===== src/ldae_pkg.sv =====
package ldae_pkg;

    localparam int unsigned REG_W            = 24;
    localparam int unsigned ADDR_W           = 5;
    localparam logic [4:0]  LOCK_CFG_ADDR    = 5'h07;
    localparam logic [4:0]  ANALOG_EN_ADDR   = 5'h08;
    localparam logic [23:0] LOCK_CFG_RESET   = 24'h00_014D;
    localparam logic [23:0] ANALOG_EN_RESET  = 24'hC1_BEFF;

    localparam int unsigned CLOCK_MHZ        = 10;
    localparam int unsigned ONE_SHOT_NS      = 10;
    // Nominal time rounds down, but never below one cycle.
    localparam int unsigned ONE_SHOT_CYC_RAW = ONE_SHOT_NS * CLOCK_MHZ / 1000;
    localparam int unsigned ONE_SHOT_CYC     =
        (ONE_SHOT_CYC_RAW < 1) ? 1 : ONE_SHOT_CYC_RAW;
    localparam int unsigned WIN_CNT_W        = 11;

    typedef struct packed {
        logic [9:0] rsv_23_14;
        logic       auto_relock;
        logic       rsv_12;
        logic [1:0] timer_speed;
        logic [2:0] window_duration;
        logic       window_digital;
        logic [1:0] rsv_5_4;
        logic       internal_lock_on;
        logic [2:0] window_count_max;
    } ldae_lock_cfg_t;

    typedef struct packed {
        logic [1:0] rsv_23_22;
        logic       high_ref;
        logic       rsv_20;
        logic       fixed_div2;
        logic [7:0] rsv_18_11;
        logic       prescaler_bias_on;
        logic [3:0] rsv_9_6;
        logic       output_pad_on;
        logic       oscillator_buffer_on;
        logic       reference_buffer_on;
        logic       phase_detector_on;
        logic       charge_pump_on;
        logic       bias_on;
    } ldae_analog_t;

    typedef struct packed {
        logic write;
        logic [ADDR_W-1:0] addr;
        logic [REG_W-1:0]  data;
    } ldae_reg_wr_t;

    typedef enum logic [1:0] {
        LDAE_RELOCK_ARMED = 2'b01,
        LDAE_RELOCK_USED  = 2'b10
    } ldae_relock_state_t;

endpackage


===== src/ldae_lock_window.sv =====
`timescale 1ns/10ps
module ldae_lock_window
    import ldae_pkg::*;
#(
    parameter int unsigned CNT_W = WIN_CNT_W
)
(
    input  wire logic             clock,
    input  wire logic             rst,
    input  wire logic             window_start,
    input  wire logic             window_digital,
    input  wire logic [2:0]       window_duration,
    input  wire logic [1:0]       timer_speed,
    output logic                  window_open
);

    generate
        if (CNT_W < 11)
        begin : g_width_check
            $error("ldae_lock_window: CNT_W must be at least 11");
        end
    endgenerate

    // Length in clocks: one-clock units (1 << code) times prescale when digital, else ONE_SHOT_CYC.
    function automatic logic [CNT_W-1:0] window_clocks(
        input logic       digital,
        input logic [2:0] dur,
        input logic [1:0] speed
    );
        logic [CNT_W-1:0] len;
        logic [3:0]       shift;
        len   = '0;
        // The shift needs four bits: code 7 at the slowest rate reaches ten.
        shift = {1'b0, dur} + {2'b00, speed};
        if (digital)
            len = CNT_W'(1) << shift;
        else
            len = CNT_W'(ONE_SHOT_CYC);
        return len;
    endfunction

    logic [CNT_W-1:0] count;
    logic [CNT_W-1:0] next_count;

    always_comb
    begin
        next_count = count;
        if (window_start && count == '0)
            next_count = window_clocks(window_digital, window_duration,
                                       timer_speed);
        else if (count != '0)
            next_count = count - CNT_W'(1);
    end

    always_ff @(posedge clock)
    begin
        if (rst)
            count <= '0;
        else
            count <= next_count;
    end

    assign window_open = (count != '0);

    window_load_a: assert property (@(posedge clock) disable iff (rst)
        window_start && !window_open && window_digital |=>
        count == (CNT_W'(1) << ({1'b0, $past(window_duration)}
                  + {2'b00, $past(timer_speed)})))
        else $error("digital window loaded with wrong length");

    one_shot_a: assert property (@(posedge clock) disable iff (rst)
        window_start && !window_open && !window_digital |=>
        window_open ##1 !window_open)
        else $error("analog one-shot window not one cycle");

    fastest_half_a: assert property (@(posedge clock) disable iff (rst)
        window_start && !window_open && window_digital &&
        window_duration == 3'd0 && timer_speed == 2'd0 |=>
        window_open ##1 !window_open)
        else $error("shortest digital window not one clock");

endmodule // ldae_lock_window


===== src/ldae_regs.sv =====
`timescale 1ns/10ps
module ldae_regs
    import ldae_pkg::*;
(
    input  wire logic                  clock,
    input  wire logic                  rst,
    input  wire ldae_reg_wr_t          reg_wr,
    input  wire logic [ADDR_W-1:0]     rd_addr,
    output logic [REG_W-1:0]           rd_data,
    output ldae_lock_cfg_t             lock_cfg,
    output ldae_analog_t               analog_cfg,
    input  wire logic                  window_start,
    output logic                       window_open,
    input  wire logic                  lock_fail,
    output logic                       relock_request,
    input  wire logic                  gpo_drive_always,
    input  wire logic                  spi_transfer_active,
    input  wire logic                  spi_address_match,
    input  wire logic                  serial_out_data,
    input  wire logic                  general_purpose_output,
    output logic                       lock_or_serial_out_pin,
    output logic                       lock_or_serial_out_pin_oe_n
);

    logic write_lock;
    logic write_analog;

    assign write_lock   = reg_wr.write && reg_wr.addr == LOCK_CFG_ADDR;
    assign write_analog = reg_wr.write && reg_wr.addr == ANALOG_EN_ADDR;

    // Register storage. Reserved fields are stored as written and steer
    // nothing, so host-owned settings read back exactly.
    ldae_lock_cfg_t next_lock_cfg;
    ldae_analog_t   next_analog_cfg;
    logic [REG_W-1:0] next_rd_data;

    always_comb
    begin
        next_lock_cfg   = lock_cfg;
        next_analog_cfg = analog_cfg;
        if (write_lock)
            next_lock_cfg = ldae_lock_cfg_t'(reg_wr.data);
        if (write_analog)
            next_analog_cfg = ldae_analog_t'(reg_wr.data);
        case (rd_addr)
            LOCK_CFG_ADDR:  next_rd_data = lock_cfg;
            ANALOG_EN_ADDR: next_rd_data = analog_cfg;
            default:        next_rd_data = '0;
        endcase
    end

    always_ff @(posedge clock)
    begin
        if (rst)
        begin
            lock_cfg   <= ldae_lock_cfg_t'(LOCK_CFG_RESET);
            analog_cfg <= ldae_analog_t'(ANALOG_EN_RESET);
            rd_data    <= '0;
        end
        else
        begin
            lock_cfg   <= next_lock_cfg;
            analog_cfg <= next_analog_cfg;
            rd_data    <= next_rd_data;
        end
    end

    ldae_lock_window u_window (
        .clock           (clock),
        .rst             (rst),
        .window_start    (window_start),
        .window_digital  (lock_cfg.window_digital),
        .window_duration (lock_cfg.window_duration),
        .timer_speed     (lock_cfg.timer_speed),
        .window_open     (window_open)
    );

    // One retry per arming. Rewriting the lock register re-arms it, since
    // software then starts a fresh acquisition.
    ldae_relock_state_t relock_state;
    ldae_relock_state_t next_relock_state;
    logic               next_relock_request;

    always_comb
    begin
        next_relock_state   = relock_state;
        next_relock_request = 1'b0;
        case (relock_state)
            LDAE_RELOCK_ARMED:
            begin
                if (lock_fail && lock_cfg.auto_relock)
                begin
                    next_relock_request = 1'b1;
                    next_relock_state   = LDAE_RELOCK_USED;
                end
            end
            LDAE_RELOCK_USED:
            begin
                if (write_lock)
                    next_relock_state = LDAE_RELOCK_ARMED;
            end
            default:
                next_relock_state = LDAE_RELOCK_ARMED;
        endcase
    end

    always_ff @(posedge clock)
    begin
        if (rst)
        begin
            relock_state   <= LDAE_RELOCK_ARMED;
            relock_request <= 1'b0;
        end
        else
        begin
            relock_state   <= next_relock_state;
            relock_request <= next_relock_request;
        end
    end

    // Shared pad. The enable is registered with the data so both move on
    // the same edge and the pin never glitches between owners.
    logic next_pin;
    logic next_pin_oe_n;

    always_comb
    begin
        next_pin      = spi_transfer_active ? serial_out_data
                                            : general_purpose_output;
        next_pin_oe_n = 1'b0;
        if (!analog_cfg.output_pad_on)
            next_pin_oe_n = 1'b1;
        else if (gpo_drive_always)
            next_pin_oe_n = 1'b0;
        else if (spi_transfer_active && !spi_address_match)
            next_pin_oe_n = 1'b1;
    end

    always_ff @(posedge clock)
    begin
        if (rst)
        begin
            lock_or_serial_out_pin      <= 1'b0;
            lock_or_serial_out_pin_oe_n <= 1'b1;
        end
        else
        begin
            lock_or_serial_out_pin      <= next_pin;
            lock_or_serial_out_pin_oe_n <= next_pin_oe_n;
        end
    end

    pad_off_a: assert property (@(posedge clock) disable iff (rst)
        !analog_cfg.output_pad_on |=> lock_or_serial_out_pin_oe_n)
        else $error("pad driven while output pad disabled");

    pad_always_a: assert property (@(posedge clock) disable iff (rst)
        analog_cfg.output_pad_on && gpo_drive_always
        |=> !lock_or_serial_out_pin_oe_n)
        else $error("pad released in general-purpose mode");

    pad_shared_a: assert property (@(posedge clock) disable iff (rst)
        analog_cfg.output_pad_on && !gpo_drive_always &&
        spi_transfer_active && !spi_address_match
        |=> lock_or_serial_out_pin_oe_n)
        else $error("pad driven during unmatched transfer");

    // Checker memory of a granted retry. Only a lock register write may
    // clear it, so any request while it is set is a real second attempt.
    logic relock_seen;
    logic next_relock_seen;

    always_comb
    begin
        next_relock_seen = relock_seen;
        if (write_lock)
            next_relock_seen = 1'b0;
        else if (relock_request)
            next_relock_seen = 1'b1;
    end

    always_ff @(posedge clock)
    begin
        if (rst)
            relock_seen <= 1'b0;
        else
            relock_seen <= next_relock_seen;
    end

    relock_once_a: assert property (@(posedge clock) disable iff (rst)
        relock_seen |-> !relock_request)
        else $error("second relock attempt without re-arm");

    relock_pulse_a: assert property (@(posedge clock) disable iff (rst)
        relock_request |=> !relock_request)
        else $error("relock request longer than one cycle");

    relock_cause_a: assert property (@(posedge clock) disable iff (rst)
        lock_fail && lock_cfg.auto_relock &&
        relock_state == LDAE_RELOCK_ARMED |=> relock_request)
        else $error("relock not attempted after failure");

    analog_reset_a: assert property (@(posedge clock)
        rst |=> analog_cfg == ldae_analog_t'(ANALOG_EN_RESET))
        else $error("analog register reset value wrong");

    enables_reset_a: assert property (@(posedge clock)
        rst |=> analog_cfg[4:0] == 5'h1F &&
        analog_cfg.prescaler_bias_on)
        else $error("enable bits not set after reset");

    readback_a: assert property (@(posedge clock) disable iff (rst)
        write_analog ##1 (rd_addr == ANALOG_EN_ADDR && !write_analog)
        |=> rd_data == $past(reg_wr.data, 2))
        else $error("analog register readback mismatch");

    read_unmapped_a: assert property (@(posedge clock) disable iff (rst)
        rd_addr != LOCK_CFG_ADDR && rd_addr != ANALOG_EN_ADDR
        |=> rd_data == '0)
        else $error("unmapped read not zero");

    bit10_a: assert property (@(posedge clock) disable iff (rst)
        write_analog |=> analog_cfg.prescaler_bias_on
        == $past(reg_wr.data[10]))
        else $error("prescaler bias bit not stored");

endmodule // ldae_regs


===== config.mk =====
export PLATFORM = sky130hd
export DESIGN_NAME = ldae_regs
export DESIGN_NICKNAME = d
export VERILOG_FILES = /design/src/ldae_pkg.sv /design/src/ldae_lock_window.sv /design/src/ldae_regs.sv
export SDC_FILE = /design/constraint.sdc
export NUM_CORES = 1
export LEC_CHECK = 0
export BUFFER_PORTS_ARGS = -buffer_cell sky130_fd_sc_hd__buf_4
export CORE_MARGIN = 2
export CORE_UTILIZATION = 45
export CTS_BUF_LIST = sky130_fd_sc_hd__clkbuf_2
export CTS_CLUSTER_SIZE = 16
export DETAILED_ROUTE_END_ITERATION = 10
export PLACE_DENSITY = 0.82
export SYNTH_ARGS = -nofsm -noshare
export SYNTH_HDL_FRONTEND = slang
export SYNTH_SLANG_ARGS = --single-unit

===== constraint.sdc =====
create_clock -name clock -period 3.6 [get_ports clock]
set_input_delay 0.36 -clock clock [delete_from_list [all_inputs] [get_ports clock]]
set_output_delay 0.36 -clock clock [all_outputs]
set_load 0.05 [all_outputs]

==> impl_results.md, run 1 <==
- Fin. Hold Viols: 0
- Pint: 0.00150 W
- Iter 0 DRT Violations: 146
- Clock group share of total power: 0.249
- M3 GR Usage: 0.0480
- Die height: 92.8 microns
- Detailed Routing Iterations Pass 1: 5
- CP max FO: 14
- Crit path max-delay family: simple AND/OR/NAND/NOR gates
- Final setup fails: 0
- Number of I/O pins: 120
- LEAKAGE: 1.99 nW
- Post-Synthesis Cells: 414
- GR Overflow Total: 0
- Setup TNS Final: 0 ns
- Avg Cell Area, Syn: 8.56 sq um
- Residual DRC count: 0
- Sequential element share of the synthesized area: 0.497
- Critical path required time: 3.24 ns
- Area Overhead vs Synth: 30.0%
- CTS tree: built
- Async SR Flop Fraction: 0
- Crit path launch type: flop
- Clock transition at path regs: 0.25 ns
- Pin count of the biggest net entering global routing: 90
- Synth warnings: 0
- Fin cells: 624
- Post-route setup slack: 1.13 ns
- Worst-margin pin slew: 1.14 ns
- Mapped Area: 3550 sq um
- PwrDens: about 480 nW/um^2
- Initial antenna violation count: 0
- Switching power share of the total: 0.320
- Fillers: 702
- First-pass GRT wire length: 15200 microns
- N_diodes: 0
- Port Buf Inserts: 119
- Most Crowded Layer GR: met2
- Worst path arrival time: between 2 and 2.5 ns
- Maximum clock path buffer count: 2
- Worst path slowest cell: dfxtp_1
- Synth unique cells: 50
- Final Max Tran Viols: 0
- Part of the power in registers: 0.503
- Placement Cell Area: 4460 sq um
- FF+latch count, synth: 88
- Ys flop type: dfxtp_1
- Pre-CTS WS: approximately 1.3 ns
- Nets: 567
- EDFF count, synth: 0
- Clock sink count: ~90
- Worst path cell trace: inv_1 > ha_1 > nor4b_4 > and3_4 > inv_2 > buf_4
- Resize count post-CTS: 0
- Initial Utilization: 0.461
- Core ar.: 7690 sq um
- Fmax: around 400 MHz
- Vias in the first global route: roughly 3200
- Clock root buffer: clkbuf_2
- Total power: 0.00221 W
- Final ANT Viol Nets: 0
- Via density: 5.24
- Worst slew margin: 0.238
- Hold crit path type: input pin to flop
- Total CTS buffers: 9
- Finished layout cell area: 4610 sq um
- Max-cap violations: 0
- DP Wirelength: ~6300 microns
- Skew-Pair Late Insertion Delay: 0.52 ns
- Minimum clock period: 2.47 ns
- P_sw: between 0.0007 and 0.0008 W
- DIE AREA: 8610 sq um
- Tot GR Track Use: 0.218
- RD Place Congestion: 0.832
- Status: complete, no violations
- CP Class: flop to output pin
- Share of cells above drive strength 1: 0.274
- Site Rows: 32
- Area of the multi-input gates: 1630 sq um
- Post-CTS Setup Repair Bufs: 0
- Clock Skew: approximately 0.034 ns
- RSZ-0062 raised after global routing: false
- M2 GR Usage: 0.365
- Logic pwr share: 0.248
- Period utilization: 0.687
- Highest ir drop seen on vdd: 0.000226 V
- Vias: about 3300
- Die Width: 92.8 microns
- Met1 Resource Use GR: 0.278
- Post-DR wirelength/cell: 15.0 microns
- Sum of buffers and inverters on the critical path: 3
- Syn nets: between 400 and 500
- H-tree Lvls: 3
- Worst stage delay on the critical path: 0.39 ns
- Cell count after placement: 607
- DRT Wirelength: 9340 microns
- Crit end category: output pin
- Seq. cell area: 1760 sq um
==> path summary, 6_finish.rpt <==
path                     start                end  slack (ns)  depth (start not counted)
max          u_window.count[0]        window_open        1.13                          6
min                  reg_wr[2]      analog_cfg[2]        0.04                          3
max reg2reg        lock_cfg[7]  u_window.count[0]        1.34                          7
min reg2reg    relock_state[1]     relock_request        0.45                          1
==> state kept, by name, indices dropped and copies added (netlist names) <==
| name | count |
|---|---|
| relock_request | 1 |
| u_window.count | 11 |
| analog_cfg | 24 |
| lock_cfg | 24 |
| relock_state | 2 |
| rd_data | 24 |
| lock_or_serial_out_pin_oe_n | 1 |
| lock_or_serial_out_pin | 1 |
==> power groups by stage <==
stage                     clock [W]  combinational [W]  sequential (W)
after floorplan                   0           0.000385         0.00114
after global placement            0           0.000520         0.00112
after detailed placement          0           0.000542         0.00113
after CTS                  0.000561           0.000545         0.00111
after global routing       0.000602           0.000598         0.00112
final                      0.000551           0.000547         0.00111
==> what timing repair did <==
action	CTS	global route
hold buffers	1	1
hold endpoints to repair	1	1
endpoints found under the setup margin	0	0
==> synthesized netlist by cell type (all sizes together), types with 4 or more instances <==
| cell type | n | share of area |
|---|---|---|
| nand3 | 4 | 0.0056 |
| nand3b | 24 | 0.051 |
| nand2 | 102 | 0.11 |
| clkbuf | 19 | 0.020 |
| nor2 | 35 | 0.037 |
| inv | 10 | 0.011 |
| a21oi | 32 | 0.045 |
| nor4 | 5 | 0.013 |
| dfxtp | 88 | 0.50 |
| nand4b | 5 | 0.012 |
| a22oi | 24 | 0.051 |
| ha | 4 | 0.014 |
| buf | 10 | 0.013 |
| o21ai | 4 | 0.0067 |
==> cell usage in the layout, fill, tap and decap left out, types with 5 or more instances in the layout <==
master    synthesis  routed
buf_4             1     120
nor2_1           35      34
nand2_1         102     102
nand4b_1          5       5
inv_1             9       9
clkbuf_2          0       9
dfxtp_1          88      88
a21oi_1          32      32
a22oi_1          24      24
nand3b_1         24      24
==> stage by stage <==
stage                      util  hold slack, ns
after floorplan               -           0.403
after global placement    0.580           0.419
after detailed placement  0.580           0.441
after CTS                 0.598         0.00134
after global routing      0.600         0.00218
final                     0.600          0.0443
==> layout make-up <==
type	instances	area share
Inverter	10	0.00814
Clock buffer	9	0.00977
Clock inverter	6	0.0185
Timing Repair Buffer	122	0.200
Multi-Input combinational cell	287	0.354
Tap cell	102	0.0277
Sequential cell	88	0.382
==> worst register-to-register path, stage by stage, from the launching register on <==
cell	delay [ns]
dfxtp_1	0.44
ha_1	0.19
inv_1	0.05
fa_1	0.57
or4bb_1	0.49
o211ai_1	0.20
nand3_1	0.11
a31oi_1	0.17
==> cell families after synthesis <==
kind of cell | count (synthesis) | share of synthesized area
AOI/OAI and AO/OA | 76 | 0.138
adders and majority gates | 5 | 0.0198
buffers and inverters | 39 | 0.0438
muxes | 1 | 0.00282
and+or+nand+nor | 199 | 0.284
xor gates and xnor gates | 6 | 0.0148
DFF | 88 | 0.497
==> layer usage <==
layer	vias up	wire length (microns)
met4	0	97
li1	1632	-
met2	87	4750
met1	1543	3980
met3	10	512
met5	-	0
Note: power is estimated with default switching activity, not from simulation.
==> inputs of run 2 (changes only) <==
- PLACE_DENSITY: 0.82 -> 0.85
- clock period: 3.6 -> 2.15 ns (I/O delays scaled with it)
==> run 2 against run 1 <==
Worst hold slack improved by 0.15 ns; combinational power increased by 99%; design area increased by 9.8%; highest routed layer unchanged.
==> impl_results.md, run 2 (same netlist as run 1, synthesis figures left out) <==
- Final ANT Viol Nets: 0
- Final setup fails: 0
- Skew-Pair Late Insertion Delay: between 0.5 and 0.6 ns
- Total CTS buffers: 9
- Clock root buffer: clkbuf_2
- Area Overhead vs Synth: 42.8%
- Initial Utilization: 0.461
- RSZ-0062 raised after global routing: true
- RD Place Congestion: 0.882
- H-tree Lvls: 3
- Core ar.: ~7700 sq um
- Largest regs: analog_cfg: 24 flops, lock_cfg: 24 flops, rd_data: 24 flops
- Area of the multi-input gates: 1660 sq um
- Post-DR wirelength/cell: 14.9 microns
- Worst reg2reg setup slack: 0.13 ns
- CP max FO: 14
- Share of cells above drive strength 1: 0.309
- Crit path launch type: flop
- Fin cells: 668
- Fin. Hold Viols: 0
- Via density: about 5.2
- DRT Wirelength: 9930 microns
- Hold crit path type: input pin to flop
- Clock Skew: 0.0320 ns
- N_diodes: 0
- Worst path arrival time: 1.83 ns
- Vias: around 3500
- Pin count of the biggest net entering global routing: 90
- Initial antenna violation count: 0
- Period utilization: 0.952
- DP Wirelength: 6460 microns
- Worst reg2reg path depth: 7
- Residual DRC count: 0
- Number of I/O pins: 120
- Crit end category: output pin
- Worst-margin pin slew: around 0.85 ns
- Die Width: 92.8 microns
- Maximum clock path buffer count: 2
- Tot GR Track Use: 0.231
- Critical path required time: slightly below 2 ns
- Min-Delay Path Depth: 5
- Commonest cells after routing, fill and taps aside: buf_4, nand2_1, dfxtp_1
- CTS tree: built
- Clock transition at path regs: 0.27 ns
- Iter 0 DRT Violations: 266
- Highest ir drop seen on vdd: 0.000365 V
- Status: complete, no violations
- CP Class: flop to output pin
- Hold EP: lock_cfg[23]
- Final Max Tran Viols: 0
- FF-to-FF Start: lock_cfg[10]
- Hold Worst Slack: 0.192 ns
- Worst slew margin: 0.436
- Nets: between 600 and 700
- GR Overflow Total: 0
- Clock sink count: 88
- Capture point of the worst reg-to-reg path: u_window.count[0]
- Vias in the first global route: 3305
- Commonest non-fill, non-tap cell in the layout: buf_4
- Die height: 92.8 microns
- Fillers: 645
- DIE AREA: 8610 sq um
- Hold Crit Start: reg_wr[25]
- Minimum clock period: 2.05 ns
- Cell count after placement: 617
- PwrDens: 761 nW/um^2
- Max-cap violations: 0
- Port Buf Inserts: 119
- LEAKAGE: 2.19 nW
- Seq. cell area: around 1800 sq um
- First-pass GRT wire length: 15800 microns
- Detailed Routing Iterations Pass 1: 5
- Fmax: 488 MHz
- Site Rows: 32
## run 2: cell count changes in the layout (fill, tap and decap cells not counted), moves of 3 or more
cell / previous run / this run
dfxtp_2: 0 / 4
dlygate4sd3_1: 2 / 30
dfxtp_4: 0 / 3
buf_4: 120 / 134
inv_6: 0 / 4
dfxtp_1: 88 / 81
## run 2: per-layer routing
metal	wire length (microns)	global-route usage
met1	4120	0.288
met2	5050	0.392
met3	543	0.0399
met4	217	0.102
met5	0	0
## run 2: timing repair
action	4_1_cts	5_1_grt
pin swaps	2	8
hold buffers	30	0
setup buffers	3	2
setup endpoints to repair	2	8
hold endpoints to repair	52	0
resized for setup	6	13
## run 2: final cells by class
cell class	count	area share
Sequential cell	88	0.351
Multi-Input combinational cell	287	0.329
Timing Repair Buffer	165	0.261
Tap cell	102	0.0252
Clock inverter	7	0.0156
Inverter	10	0.00939
Clock buffer	9	0.00890
## run 2: where the power goes
part           leakage (nW)  switching [W]  internal [W]
sequential            0.716       0.000137       0.00174
combinational          1.39       0.000547      0.000547
clock                0.0773       0.000600      0.000285
## run 2: worst max path at each step
stage / from / end / slack (ns) / cells past startpoint
finish: u_window.count[1] / window_open / 0.10 / 6
global route: u_window.count[1] / window_open / -0.03 / 6
CTS: u_window.count[1] / window_open / 0.002 / 6
detailed placement: lock_cfg[7] / u_window.count[0] / 0.03 / 7
global placement: lock_cfg[7] / u_window.count[0] / 0.08 / 7
floorplan: lock_cfg[8] / u_window.count[0] / 0.03 / 6
## run 2: through the flow
step           cell area, sq um  worst slack (ns)  power [W]  TNS [ns]   util
2_1_floorplan              3560            0.0256    0.00254         0      -
3_3_place_gp               4540            0.0771    0.00279         0  0.591
3_5_place_dp               4540            0.0300    0.00281         0  0.591
4_1_cts                    5000           0.00207    0.00379         0  0.651
5_1_grt                    5060           -0.0268    0.00404   -0.0268  0.659
6_report                   5060             0.103    0.00385         0  0.659
## run 2: critical path: stages (launching register included)
cell and delay [ns]:
dfxtp_4 0.42, inv_4 0.07, ha_4 0.14, nor4b_4 0.21, and3_4 0.25, inv_6 0.06, buf_8 0.15
==> inputs of run 3 (changes only) <==
- CORE_UTILIZATION: 45 -> 55
- GPL_ROUTABILITY_DRIVEN: default -> 0
- PLACE_DENSITY: 0.85 -> 0.95
- clock period: 2.15 -> 2.6 ns (I/O delays scaled with it)
==> run 3 against run 2 <==
Non-clock buffer count fell by 11; register-to-register slack improved by 0.20 ns; critical path depth unchanged; clock power shrank 2%; first-iteration DRC count grew 0.75%; largest power group unchanged; highest routed layer unchanged.
==> impl_results.md, run 3 (same netlist as run 1, synthesis figures left out) <==
- Post-CTS Setup Repair Bufs: 0
- Seq. cell area: between 1500 and 2000 sq um
- Crit end category: output pin
- Tot GR Track Use: 0.292
- Post-DR wirelength/cell: 16.2 microns
- P_sw: 0.00100 W
- Worst setup path start: u_window.count[0]
- First-pass GRT wire length: 16600 microns
- Period utilization: 0.913
- Commonest cells after routing, fill and taps aside: buf_4, nand2_1, dfxtp_1
- Via density: approximately 5.8
- Highest ir drop seen on vdd: 0.000462 V
- Residual DRC count: 0
- Resize count post-CTS: 0
- Area of the multi-input gates: ~1600 sq um
- LEAKAGE: 2.14 nW
- Hold crit path type: input pin to flop
- Worst slew margin: 0.453
- CP max FO: 14
- Worst setup endpoint: window_open
- Worst reg2reg setup slack: ~0.33 ns
- Part of the power in registers: 0.480
- GR Overflow Total: 0
- Final setup fails: 0
- DRT Wirelength: 10300 microns
- Switching power share of the total: 0.311
- Site Rows: 29
- Logic pwr share: 0.249
- Worst-margin pin slew: 0.820 ns
- DIE AREA: 7110 sq um
- Commonest non-fill, non-tap cell in the layout: buf_4
- Number of I/O pins: 120
- Worst path arrival time: roughly 2.1 ns
- Pin count of the biggest net entering global routing: 90
- Status: complete, no violations
- Core ar.: approximately 6300 sq um
- Die Width: 84.3 microns
- Setup TNS Final: 0 ns
- Hold_buf cts: 29
- CTS tree: built
- Fillers: 425
- Minimum clock period: about 2.4 ns
- Clock Skew: 0.0251 ns
- Largest regs: analog_cfg: 24 flops, lock_cfg: 24 flops, rd_data: 24 flops
- FF-to-FF Start: lock_cfg[10]
- Final ANT Viol Nets: 0
- Total power: 0.00321 W
- Vias in the first global route: 3483
- H-tree Lvls: 3
- RSZ-0062 raised after global routing: false
- Fmax: approximately 420 MHz
- Initial antenna violation count: 0
- Worst reg2reg path depth: 7
- Initial Utilization: 0.565
- Max-cap violations: 0
- Clock transition at path regs: 0.23 ns
- Area Overhead vs Synth: 38.6%
- Detailed Routing Iterations Pass 1: 5
- CP Class: flop to output pin
- Port Buf Inserts: 119
- Crit path launch type: flop
- Share of cells above drive strength 1: 0.268
- Total CTS buffers: 9
- Nets: 599
- Fin. Hold Viols: 0
- DP Wirelength: 6580 microns
- Post-Route Utilization: 0.783
- Skew-Pair Late Insertion Delay: 0.53 ns
- Critical path required time: 2.34 ns
- N_diodes: 0
- Clock sink count: 88
- Vias: 3649
- Pint: roughly 0.0022 W
- Iter 0 DRT Violations: between 200 and 300
- PwrDens: 654 nW/um^2
- Capture point of the worst reg-to-reg path: u_window.count[9]
- Die height: between 80 and 90 microns
- Final Max Tran Viols: 0
- Clock root buffer: clkbuf_2
- Clock group share of total power: 0.271
- Maximum clock path buffer count: 2
-- run 3: cell count changes in the layout (fill, tap and decap cells not counted), sizes merged --
cell / delta
bufinv: +2
inv: -3
dlygate4sd3: -1
buf: -10
clkbuf: +1
-- run 3: metal layers --
metal	wire length, microns	vias up	GRT usage
li1	-	1698	-
met1	3940	1722	0.363
met2	5180	196	0.478
met3	807	33	0.0639
met4	335	0	0.145
met5	0	-	0
-- run 3: cell type report --
type | instances | area share
clock buffers | 10 | 0.0102
well taps | 77 | 0.0196
clock inverters | 6 | 0.0219
inverters | 10 | 0.00764
multi-input cells | 287 | 0.332
flip-flops and latches | 88 | 0.359
repair buffers | 154 | 0.250
-- run 3: worst min path at each step --
stage / endpoint / cells after the start / slack [ns] / start
6_report: u_window.count[0] / 3 / 0.03 / window_start
4_1_cts: u_window.count[0] / 3 / 0.007 / window_start
3_5_place_dp: relock_request / 1 / 0.43 / relock_state[1]
2_1_floorplan: analog_cfg[0] / 2 / 0.38 / reg_wr[0]
5_1_grt: u_window.count[0] / 3 / 0.01 / window_start
3_3_place_gp: relock_request / 1 / 0.41 / relock_state[1]
-- run 3: through the flow --
step	cells	setup slack (ns)	area [sq um]	hold slack (ns)
3_5_place_dp	587	0.396	4470	0.428
4_1_cts	632	0.226	4910	0.00690
6_report	632	0.225	4910	0.0294
3_3_place_gp	587	0.524	4470	0.411
2_1_floorplan	414	0.195	3550	0.381
5_1_grt	632	0.0977	4910	0.0136
-- run 3: critical path, stage by stage (launching register included) --
cell	delay, ns
dfxtp_1	0.39
inv_1	0.13
ha_1	0.22
nor4b_4	0.26
and3_4	0.27
inv_2	0.11
buf_4	0.21
-- run 3: power by group through the flow --
stage | Clock, W | Sequential [W] | Combinational, W
finish | 0.000871 | 0.00154 | 0.000801
global route | 0.000941 | 0.00155 | 0.000877
CTS | 0.000876 | 0.00154 | 0.000791
detailed placement | 0 | 0.00156 | 0.000746
global placement | 0 | 0.00156 | 0.000713
floorplan | 0 | 0.00157 | 0.000533
